File: src/hw/sti_pkg.sv
//------------------------------------------------------------------------------
// Purpose: shared constants and types of the standard and top-level irq unit
// Assumes: one 50 MHz clock, asynchronous active-low reset
// Notes:   cycle figures are counts of clk cycles
//------------------------------------------------------------------------------
//------------------------------------------------------------------------------
package sti_pkg;

    //--------------------------------------------------------------------------
    // channel layout
    //--------------------------------------------------------------------------
    localparam int NUM_STD  = 10;                // E0..I1
    localparam int NUM_CAN  = 8;                 // E0..H1
    localparam int CH_I0    = 8;
    localparam int CH_I1    = 9;                 // reserved, never pending
    localparam int PRIO_W   = 3;
    localparam logic [2:0] PRIO_NEVER = 3'h7;    // lowest, never served
    localparam int VEC_LO   = 1;                 // channel field position in vector
    localparam int VEC_HI_POS = 5;               // upper vector bits position

    //--------------------------------------------------------------------------
    // reset values
    //--------------------------------------------------------------------------
    localparam logic TOP_SRC_RST = 1'b1;         // pin is top source after reset
    localparam logic TOP_NM_RST  = 1'b0;

    //--------------------------------------------------------------------------
    // timing counts in clk cycles
    //--------------------------------------------------------------------------
    localparam logic [2:0] SAMPLE_PERIOD = 3'h5;
    localparam logic [2:0] ARB_CYCLES    = 3'h5;
    localparam logic [4:0] ENTRY_BASE    = 5'h12;  // 18 cycles
    localparam logic [4:0] ENTRY_STACK   = 5'h02;
    localparam logic [4:0] ENTRY_CSR     = 5'h02;
    localparam logic [4:0] ENTRY_WAKE    = 5'h01;
    localparam int RESP_STD_MIN = 26;
    localparam int RESP_STD_MAX = 55;
    localparam int RESP_TOP_MIN = 22;
    localparam int RESP_TOP_MAX = 51;

    //--------------------------------------------------------------------------
    // arbitration states
    //--------------------------------------------------------------------------
    typedef enum logic [4:0] {
        ST_SAMPLE = 5'h01,
        ST_ARB    = 5'h02,
        ST_REQ    = 5'h04,
        ST_ACK    = 5'h08,
        ST_TOPSVC = 5'h10
    } sti_state_t;

    typedef struct packed {
        sti_state_t          st;
        logic [2:0]          sampCnt;
        logic [2:0]          arbCnt;
        logic [NUM_STD-1:0]  pending;
        logic [NUM_STD-1:0]  overrun;
        logic                topPending;
        logic                topSrcSel;
        logic                notMaskable;
        logic                winTop;
        logic [3:0]          winIdx;
        logic [7:0]          vector;
        logic                irqReq;
        logic                topReq;
        logic                abortInstr;
        logic                finishFirst;
        logic                ackPulse;
        logic                ienClear;
        logic [4:0]          entryCycles;
    } sti_regs_t;

endpackage

File: src/hw/sti_edge_detect.sv
//------------------------------------------------------------------------------
// Purpose: per-bit selectable edge detector, one-cycle event pulses
// Assumes: inputs synchronous to clk
// Notes:   a level must stand one cycle for its edge to be seen
//------------------------------------------------------------------------------
module sti_edge_detect
    import sti_pkg::*;
#(
    parameter int W = 10
)
(
    input  wire logic         clk,
    input  wire logic         arst_n,
    input  wire logic [W-1:0] src,
    input  wire logic [W-1:0] risingSel,
    output logic      [W-1:0] evt
);

    typedef struct packed {
        logic [W-1:0] prev;
        logic [W-1:0] evt;
    } ste_regs_t;

    ste_regs_t r;
    ste_regs_t next_r;

    // rising or falling edge per bit against last sample
    always_comb
    begin
        next_r      = r;
        next_r.prev = src;
        next_r.evt  = (risingSel & src & ~r.prev) | (~risingSel & ~src & r.prev);
    end

    // state register
    always_ff @(posedge clk or negedge arst_n)
    begin
        if (!arst_n)
        begin
            r <= '0;
        end
        else
        begin
            r <= next_r;
        end
    end

    assign evt = r.evt;

    edge_pulse_a: assert property (@(posedge clk) disable iff (!arst_n)
        $rose(src[0]) && risingSel[0] |=> evt[0])
        else $error("rising edge not reported");

endmodule

File: src/hw/sti_irq_unit.sv
//------------------------------------------------------------------------------
// Purpose: standard channels E0..I1 plus top-level interrupt and arbitration
// Assumes: core acknowledges with one-cycle pulses; config bits are plain ports
// Notes:   arbitration sampling runs free, independent of the core
//------------------------------------------------------------------------------
module sti_irq_unit
    import sti_pkg::*;
(
    input  wire logic         clk,
    input  wire logic         arst_n,
    // peripheral sources
    input  wire logic [7:0]   canSrc,
    input  wire logic         serialSrc,
    // standard channel configuration
    input  wire logic [7:0]   stdEdgeSelectLow,
    input  wire logic         chanI0EdgeSelect,
    input  wire logic [7:0]   stdMaskLow,
    input  wire logic         stdMaskHigh,
    input  wire logic [7:0]   stdPriorityLow,
    input  wire logic [1:0]   stdPriorityHigh,
    input  wire logic [2:0]   vectorUpper,
    input  wire logic [9:0]   stdPendSet,
    input  wire logic [9:0]   stdPendClr,
    input  wire logic [9:0]   overrunClr,
    // top-level source and controls
    input  wire logic         nmiPin,
    input  wire logic         wdEndCount,
    input  wire logic         topSrcWr,
    input  wire logic         topSrcData,
    input  wire logic         topEdgeSelect,
    input  wire logic         topMaskableEnable,
    input  wire logic         topPendSet,
    input  wire logic         topNmSet,
    input  wire logic         globalIrqEnable,
    input  wire logic [2:0]   currentPriorityLevel,
    // core side
    input  wire logic         coreAck,
    input  wire logic         coreWriteDone,
    input  wire logic         topReturn,
    input  wire logic         stackInRegFile,
    input  wire logic         codeSegPushEnable,
    input  wire logic         waitForIrq,
    // status and requests
    output logic [7:0]        stdPendingLow,
    output logic [1:0]        stdPendingHigh,
    output logic [9:0]        overrunFlags,
    output logic [7:0]        stdSharedVector,
    output logic              topPending,
    output logic              topSourceSelect,
    output logic              topNotMaskable,
    output logic              irqReq,
    output logic              topReq,
    output logic              abortInstr,
    output logic              finishFirst,
    output logic              ackPulse,
    output logic              ackIsTop,
    output logic              ienClear,
    output logic              dmaBlock,
    output logic [4:0]        entryCycles
);

    //--------------------------------------------------------------------------
    // edge detection
    //--------------------------------------------------------------------------
    logic [NUM_STD-1:0] stdEvt;
    logic [1:0]         topEvt;
    logic [NUM_STD-1:0] stdSrc;
    logic [NUM_STD-1:0] stdRise;

    // CAN pairs in rx0, rx1, tx, status order, serial on I0, I1 tied off
    assign stdSrc  = {1'b0, serialSrc, canSrc};
    assign stdRise = {1'b1, chanI0EdgeSelect, stdEdgeSelectLow};

    sti_edge_detect #(.W(NUM_STD)) stdEdges
    (
        .clk       (clk),
        .arst_n    (arst_n),
        .src       (stdSrc),
        .risingSel (stdRise),
        .evt       (stdEvt)
    );

    // watchdog end of count always on its rising edge
    sti_edge_detect #(.W(2)) topEdges
    (
        .clk       (clk),
        .arst_n    (arst_n),
        .src       ({wdEndCount, nmiPin}),
        .risingSel ({1'b1, topEdgeSelect}),
        .evt       (topEvt)
    );

    //--------------------------------------------------------------------------
    // state and combinational helpers
    //--------------------------------------------------------------------------
    sti_regs_t r;
    sti_regs_t next_r;

    logic [NUM_STD-1:0] maskVec;
    logic [9:0]         prioPairs;
    logic [2:0]         prio [NUM_STD];
    logic [NUM_STD-1:0] eligible;
    logic               stdFound;
    logic [3:0]         winIdxC;
    logic [2:0]         winPrio;
    logic               pendFound;
    logic [3:0]         pendIdx;
    logic [2:0]         pendPrio;
    logic               topEvent;
    logic               topCand;
    logic               sampTick;
    logic [NUM_STD-1:0] ackClr;

    assign maskVec   = {1'b0, stdMaskHigh, stdMaskLow};
    assign prioPairs = {stdPriorityHigh, stdPriorityLow};
    assign sampTick  = (r.sampCnt == SAMPLE_PERIOD - 3'h1);

    // upper two bits per pair, low bit is channel parity
    always_comb
    begin
        for (int i = 0; i < NUM_STD; i++)
        begin
            prio[i] = {prioPairs[2*(i/2)+1], prioPairs[2*(i/2)], i[0]};
        end
    end

    // eligibility: pending, unmasked, enabled, above current level
    always_comb
    begin
        for (int i = 0; i < NUM_STD; i++)
        begin
            eligible[i] = r.pending[i] && maskVec[i] && globalIrqEnable
                          && (prio[i] != PRIO_NEVER)
                          && (prio[i] < currentPriorityLevel);
        end
    end

    // strict compare keeps the lower channel on ties, E0 first
    always_comb
    begin
        stdFound  = 1'b0;
        winIdxC   = 4'h0;
        winPrio   = PRIO_NEVER;
        pendFound = 1'b0;
        pendIdx   = 4'h0;
        pendPrio  = PRIO_NEVER;
        for (int i = 0; i < NUM_STD; i++)
        begin
            if (eligible[i] && (!stdFound || prio[i] < winPrio))
            begin
                stdFound = 1'b1;
                winIdxC  = 4'(i);
                winPrio  = prio[i];
            end
            if (r.pending[i] && (!pendFound || prio[i] < pendPrio))
            begin
                pendFound = 1'b1;
                pendIdx   = 4'(i);
                pendPrio  = prio[i];
            end
        end
    end

    // top-level source and gating
    assign topEvent = r.topSrcSel ? topEvt[0] : topEvt[1];
    assign topCand  = r.topPending
                      && (r.notMaskable
                          || (topMaskableEnable && globalIrqEnable));

    // winner pending cleared in the extra acknowledge cycle
    always_comb
    begin
        ackClr = '0;
        if (r.st == ST_ACK && !r.winTop)
        begin
            ackClr[r.winIdx] = 1'b1;
        end
    end

    //--------------------------------------------------------------------------
    // next state
    //--------------------------------------------------------------------------
    always_comb
    begin
        next_r             = r;
        next_r.abortInstr  = 1'b0;
        next_r.finishFirst = 1'b0;
        next_r.ackPulse    = 1'b0;
        next_r.ienClear    = 1'b0;
        // free-running sample divider
        next_r.sampCnt = sampTick ? 3'h0 : r.sampCnt + 3'h1;
        // hardware set and software set win over any clear
        next_r.pending = ((r.pending & ~stdPendClr & ~ackClr)
                          | stdEvt | stdPendSet) & ~(NUM_STD'(1) << CH_I1);
        next_r.overrun = (r.overrun & ~overrunClr) | (stdEvt & r.pending);
        next_r.vector  = {vectorUpper, pendIdx, 1'b0};
        // top pending, cleared only by its own acknowledge
        if (r.st == ST_ACK && r.winTop)
        begin
            next_r.topPending = 1'b0;
        end
        if (topEvent || topPendSet)
        begin
            next_r.topPending = 1'b1;
        end
        if (topSrcWr)
        begin
            next_r.topSrcSel = topSrcData;
        end
        if (topNmSet)
        begin
            next_r.notMaskable = 1'b1;
        end
        case (r.st)
            ST_SAMPLE:
            begin
                if (sampTick && (topCand || stdFound))
                begin
                    next_r.st     = ST_ARB;
                    next_r.arbCnt = 3'h0;
                    next_r.winTop = topCand;
                    next_r.winIdx = winIdxC;
                end
            end
            ST_ARB:
            begin
                next_r.arbCnt = r.arbCnt + 3'h1;
                if (r.arbCnt == ARB_CYCLES - 3'h1)
                begin
                    next_r.st          = ST_REQ;
                    next_r.irqReq      = !r.winTop;
                    next_r.topReq      = r.winTop;
                    next_r.abortInstr  = !coreWriteDone;
                    next_r.finishFirst = coreWriteDone;
                end
            end
            ST_REQ:
            begin
                if (coreAck)
                begin
                    next_r.st          = ST_ACK;
                    next_r.irqReq      = 1'b0;
                    next_r.topReq      = 1'b0;
                    next_r.ackPulse    = 1'b1;
                    next_r.ienClear    = !r.winTop;
                    next_r.entryCycles = ENTRY_BASE
                        + (stackInRegFile ? ENTRY_STACK : 5'h00)
                        + (codeSegPushEnable ? ENTRY_CSR : 5'h00)
                        + (waitForIrq ? ENTRY_WAKE : 5'h00);
                end
            end
            ST_ACK:
            begin
                next_r.st = r.winTop ? ST_TOPSVC : ST_SAMPLE;
            end
            ST_TOPSVC:
            begin
                if (topReturn)
                begin
                    next_r.st = ST_SAMPLE;
                end
            end
            default:
            begin
                next_r.st = ST_SAMPLE;
            end
        endcase
    end

    // state register; reset clears all pending, overrun and requests
    always_ff @(posedge clk or negedge arst_n)
    begin
        if (!arst_n)
        begin
            r             <= '0;
            r.st          <= ST_SAMPLE;
            r.topSrcSel   <= TOP_SRC_RST;
            r.notMaskable <= TOP_NM_RST;
        end
        else
        begin
            r <= next_r;
        end
    end

    //--------------------------------------------------------------------------
    // outputs
    //--------------------------------------------------------------------------
    assign stdPendingLow   = r.pending[NUM_CAN-1:0];
    assign stdPendingHigh  = r.pending[NUM_STD-1:CH_I0];
    assign overrunFlags    = r.overrun;
    assign stdSharedVector = r.vector;
    assign topPending      = r.topPending;
    assign topSourceSelect = r.topSrcSel;
    assign topNotMaskable  = r.notMaskable;
    assign irqReq          = r.irqReq;
    assign topReq          = r.topReq;
    assign abortInstr      = r.abortInstr;
    assign finishFirst     = r.finishFirst;
    assign ackPulse        = r.ackPulse;
    assign ackIsTop        = r.winTop;
    assign ienClear        = r.ienClear;
    assign dmaBlock        = (r.st == ST_TOPSVC);
    assign entryCycles     = r.entryCycles;

    //--------------------------------------------------------------------------
    // assertions
    //--------------------------------------------------------------------------
    mask_gate_a: assert property (@(posedge clk) disable iff (!arst_n)
        $rose(r.st == ST_ARB) && !r.winTop |-> $past(globalIrqEnable)
            && ((($past(maskVec & r.pending) >> r.winIdx) & 10'h001) != 10'h000))
        else $error("masked or disabled channel chosen");

    never_seven_a: assert property (@(posedge clk) disable iff (!arst_n)
        stdFound |-> prio[winIdxC] != PRIO_NEVER)
        else $error("level seven channel chosen");

    pend_ack_clr_a: assert property (@(posedge clk) disable iff (!arst_n)
        (r.st == ST_ACK && !r.winTop && !stdEvt[r.winIdx] && !stdPendSet[r.winIdx])
        |=> !r.pending[$past(r.winIdx)])
        else $error("acknowledged pending not cleared");

    arb_five_a: assert property (@(posedge clk) disable iff (!arst_n)
        $rose(r.st == ST_ARB) |-> (r.st == ST_ARB)[*5] ##1 (r.st == ST_REQ))
        else $error("arbitration not five cycles");

    samp_period_a: assert property (@(posedge clk) disable iff (!arst_n)
        sampTick |=> (!sampTick)[*4] ##1 sampTick)
        else $error("sample spacing not five");

    ack_extra_a: assert property (@(posedge clk) disable iff (!arst_n)
        (r.st == ST_REQ && coreAck) |=> ackPulse && !irqReq && !topReq ##1 !ackPulse)
        else $error("acknowledge cycle wrong");

    ovr_set_a: assert property (@(posedge clk) disable iff (!arst_n)
        |(stdEvt & r.pending) |=> ((r.overrun & $past(stdEvt & r.pending))
                                    == $past(stdEvt & r.pending)))
        else $error("overrun not flagged");

    tnm_sticky_a: assert property (@(posedge clk) disable iff (!arst_n)
        r.notMaskable |=> r.notMaskable)
        else $error("not-maskable bit cleared");

    top_gate_a: assert property (@(posedge clk) disable iff (!arst_n)
        $rose(r.st == ST_ARB) && r.winTop |-> $past(r.topPending
            && (r.notMaskable || (topMaskableEnable && globalIrqEnable))))
        else $error("top request without enable");

    top_hold_a: assert property (@(posedge clk) disable iff (!arst_n)
        (r.st == ST_TOPSVC && !topReturn) |=> (r.st == ST_TOPSVC) && !irqReq && !topReq)
        else $error("top routine preempted");

    top_ien_a: assert property (@(posedge clk) disable iff (!arst_n)
        (r.st == ST_REQ && coreAck && r.winTop) |=> !ienClear)
        else $error("top entry touched global enable");

    abort_pick_a: assert property (@(posedge clk) disable iff (!arst_n)
        $rose(r.st == ST_REQ) |-> (abortInstr == !$past(coreWriteDone))
                                  && (finishFirst == $past(coreWriteDone)))
        else $error("abort choice wrong");

endmodule

File: config.mk
export PLATFORM = sky130hd
export DESIGN_NAME = sti_irq_unit
export DESIGN_NICKNAME = d
export VERILOG_FILES = /design/src/hw/sti_pkg.sv /design/src/hw/sti_edge_detect.sv /design/src/hw/sti_irq_unit.sv
export SDC_FILE = /design/constraint.sdc
export NUM_CORES = 1
export LEC_CHECK = 0
export BUFFER_PORTS_ARGS = -buffer_cell sky130_fd_sc_hd__buf_2
export CORE_AREA = 2 2 70 139
export DETAILED_ROUTE_END_ITERATION = 10
export DIE_AREA = 0 0 72 141
export GPL_ROUTABILITY_DRIVEN = 0
export PLACE_DENSITY_LB_ADDON = 0.2
export SYNTH_ARGS = -nofsm -noshare
export SYNTH_HDL_FRONTEND = slang
export SYNTH_SLANG_ARGS = --single-unit
export TNS_END_PERCENT = 10
File: constraint.sdc
create_clock -name clk -period 22.1 [get_ports clk]
set_input_delay 1.105 -clock clk [delete_from_list [all_inputs] [get_ports clk]]
set_output_delay 1.105 -clock clk [all_outputs]
set_load 0.02 [all_outputs]
==> impl_results.md <==
* Area grow syn2layout at 15.2%
* Number of hold violations in the final report at 0
* Hold buffers post-CTS at 0
* Fmax at just over 90 MHz
* Via count at 4,343
* Syn Inst Count at 565
* Initial antenna violation count at 0
* Post-route minimum period at approximately 11 ns
* PD cells at 84.5 nW/um^2
* Slew margin rel. at 39.4%
* Starting DRT DRC Count at approximately 270
* Largest stage delay, worst path at about 0.52 ns
* Root buf cell: clkbuf_16
* Final HPWL DP at 9.13 mm
* Largest area contributor in the netlist: dfrtp_1
* Setup_tns at 0 ns
* Initial Util at a little under three fifths
* First-pass GRT wire length at approximately 19 mm
* Final setup fails at 0
* CTS clk-pin slew, worst paths at 0.06 ns
* Maxcap violations at 0
* Final core occ at between 60 and 70%
* Clock Latency Late Sink at 0.34 ns
* Die Span Y at around 140 um
* WP data arrival at ~11 ns
* Setup Crit Path Kind: in -> reg
* Syn Area/Cell at approximately 9.1 um^2
* Num Clock Sinks at 77
* Seq/Total Area, Yosys at between 30 and 40%
* Vias in the first global route at approximately 4,300
* Reg2Reg Depth at 46
* Post-synthesis cell area at 5140 um^2
* Num CTS Buffers at 9
* Yosys reg bits at between 70 and 80
* Port bufs at between 100 and 150
* Critical Path Slowest Stage Cell: mux2i_1
* Hold Crit Depth at 1
* Unrepaired setup endpoints after global routing: false
* Total Wirelength at between 10 and 15 mm
* Ranking of synthesized cells by area: dfrtp_1, ha_1, buf_4, nand2_1, o21ai_0
* Critical Path RT at about 22 ns
* CP endpoint kind: flip-flop
* Tot GR Track Use at between 20% and 30%
* EDFF count, synth at 0
* Number of vias per cell at between 5 and 6
* Top cell type's share of synthesized area at between 30% and 40%
* Ratio of cells with drive above 1 in the final layout at a little over a quarter
* Share of flip-flops with an asynchronous set or reset at 100%
* Ports at roughly 130
* Largest net degree at the start of global routing at 74
* YS warnings at 0
* Die area at about 10,000 um^2
* Setup bufs post-CTS at 0
* Aggregate global routing overflow at 0
* Kind of launch point of the worst setup path: input port
* Post-synth cell types at 72
* Drt first pass iters at 7
* LEAKAGE at approximately 3 nW
* CORE AREA at just over 9000 um^2
* Row count at 50
* CTS tree: built
* Maximum vdd drop at between 0.06 and 0.07 mV
* Post-CTS sizing at 0
* Post-DRT Antenna Nets at 0
* DIE WIDTH at between 70 and 80 um
* Worst-Margin Slew at a little over 0.9 ns
* Main synth FF type: dfrtp_1
* CP max FO at 7
* Final period utilization at 48.4%
* Clock Skews at between 0.01 and 0.015 ns
* Maximum clock path buffer count at 2
* H-tree Lvls at 3
* HP Class: reg -> reg
* Diodes inserted at 0
* CP dominant cell by count: a21oi_1
* Remaining DRCs at 0
* Final Net Count at approximately 800
* Final slew viol count at 0
* Routed WL per cell at 14.9 um
* Status: finished, final reports clean
-- layer usage --
layer,vias to the layer above,part of all wire [%],GRT usage (%)
met4,0,3.2,11.4
met5,-,0,0
met1,2042,42,30.6
met3,24,3.5,3.79
met2,109,51,40.4
li1,2168,-,-
-- through the flow --
stage	instance area [um^2]	setup slack [ns]	std cells	hold slack, ns	power, mW
after floorplan	5140	12.70	567	0.378	0.317
after global placement	5620	11.42	760	0.380	0.349
after detailed placement	5620	11.26	760	0.383	0.353
after global routing	5920	10.50	776	0.415	0.535
final	5920	11.40	776	0.390	0.500
after CTS	5920	11.56	776	0.391	0.504
-- flip-flops by register name, summed over array words and instances (netlist names), 2 cells and up --
signal,flops
entryCycles,4
overrunFlags,10
r,15
stdEdges.evt,9
stdEdges.r,9
stdPendingLow,8
stdSharedVector,7
topEdges.evt,2
topEdges.r,2
-- area by class of cell --
cell class	count	area, um^2
clock buffer	10	229
clock inverter	6	71.3
fill	827	3280
inverter	52	195
multi-input combinational	398	2710
sequential	77	1930
tap	104	130
timing repair buffer	129	651
-- cells in the final DEF, fill, tap and decap left out, types with 3 or more instances in the layout --
| cell type | instances |
|---|---|
| buf_2 | 127 |
| dfrtp_1 | 75 |
| nand2_1 | 69 |
| inv_1 | 50 |
| nor2_1 | 47 |
| o21ai_0 | 43 |
| ha_1 | 41 |
| a21oi_1 | 22 |
| nor2b_1 | 13 |
| mux2i_1 | 11 |
| nand3_1 | 10 |
| o21a_1 | 9 |
| clkbuf_16 | 9 |
| nor3_1 | 8 |
| a311o_1 | 8 |
| and3_1 | 7 |
| mux2_2 | 7 |
| nand4_1 | 6 |
| nand4b_1 | 5 |
| a21o_1 | 5 |
| a211oi_2 | 4 |
| or2_2 | 4 |
| or3_1 | 4 |
| a31oi_1 | 4 |
| o22ai_1 | 3 |
| o311a_1 | 3 |
| and2_1 | 3 |
| nand2b_1 | 3 |
| a41oi_1 | 3 |
| o31ai_1 | 3 |
| conb_1 | 3 |
-- worst max-delay path, delay by kind of cell --
family	cells	cell delay, ns
multiplexers	4	1.45
adder cells (fa/ha/maj)	8	2.02
AO/OA/AOI/OAI	19	3.21
AND/OR/NAND/NOR	13	2.58
buffers and inverters	5	0.50
-- synth_stat cells (4+ instances only) --
cell type,number
or3_1,4
o21ai_0,43
nand2_1,69
o21a_1,9
or2_2,4
a211oi_2,4
nor2_1,47
a21oi_1,22
ha_1,41
nor3_1,8
inv_1,50
a21o_1,5
a31oi_1,4
nand3_1,10
nor2b_1,13
mux2_2,7
a311o_1,8
and3_1,7
nand4_1,6
dfrtp_1,75
mux2i_1,11
buf_4,35
nand4b_1,5
-- worst paths after layout --
| check | startpoint | endpoint | slack (ns) |
|---|---|---|---|
| worst max-delay path | currentPriorityLevel[2] | r[20]$_DFFE_PN0P_ | 11.40 |
| worst max register to register | stdPendingLow[1]$_DFF_PN0_ | r[20]$_DFFE_PN0P_ | 12.18 |
| worst min register to register | topEdges.r[3]$_DFF_PN0_ | topEdges.evt[1]$_DFF_PN0_ | 0.39 |
| min in group asynchronous | arst_n | stdEdges.evt[1]$_DFF_PN0_ | 0.55 |
| worst min-delay path | topEdges.r[3]$_DFF_PN0_ | topEdges.evt[1]$_DFF_PN0_ | 0.39 |
| max in group asynchronous | arst_n | entryCycles[4]$_DFFE_PN0P_ | 20.47 |
-- logic make-up (layout without fill, tap and decap cells) --
kind of cell / after synthesis / in the layout / synth area share (%)
adders and majority gates: 41 / 41 / 9.99
AOI/OAI and AO/OA: 141 / 141 / 20.1
DFF: 77 / 77 / 37.6
buffers and inverters: 92 / 197 / 9.77
and+or+nand+nor: 194 / 194 / 18.6
other: 1 / 3 / 0.0730
muxes: 19 / 19 / 3.90
-- where the power goes --
group | internal, mW | leakage (nW) | switching [mW]
Sequential | 0.164 | 0.942 | 0.0186
Combinational | 0.0707 | 1.90 | 0.0987
Clock | 0.0886 | 0.145 | 0.0598
Total | 0.323 | 2.98 | 0.177
Power figures use the tool's default switching activity.
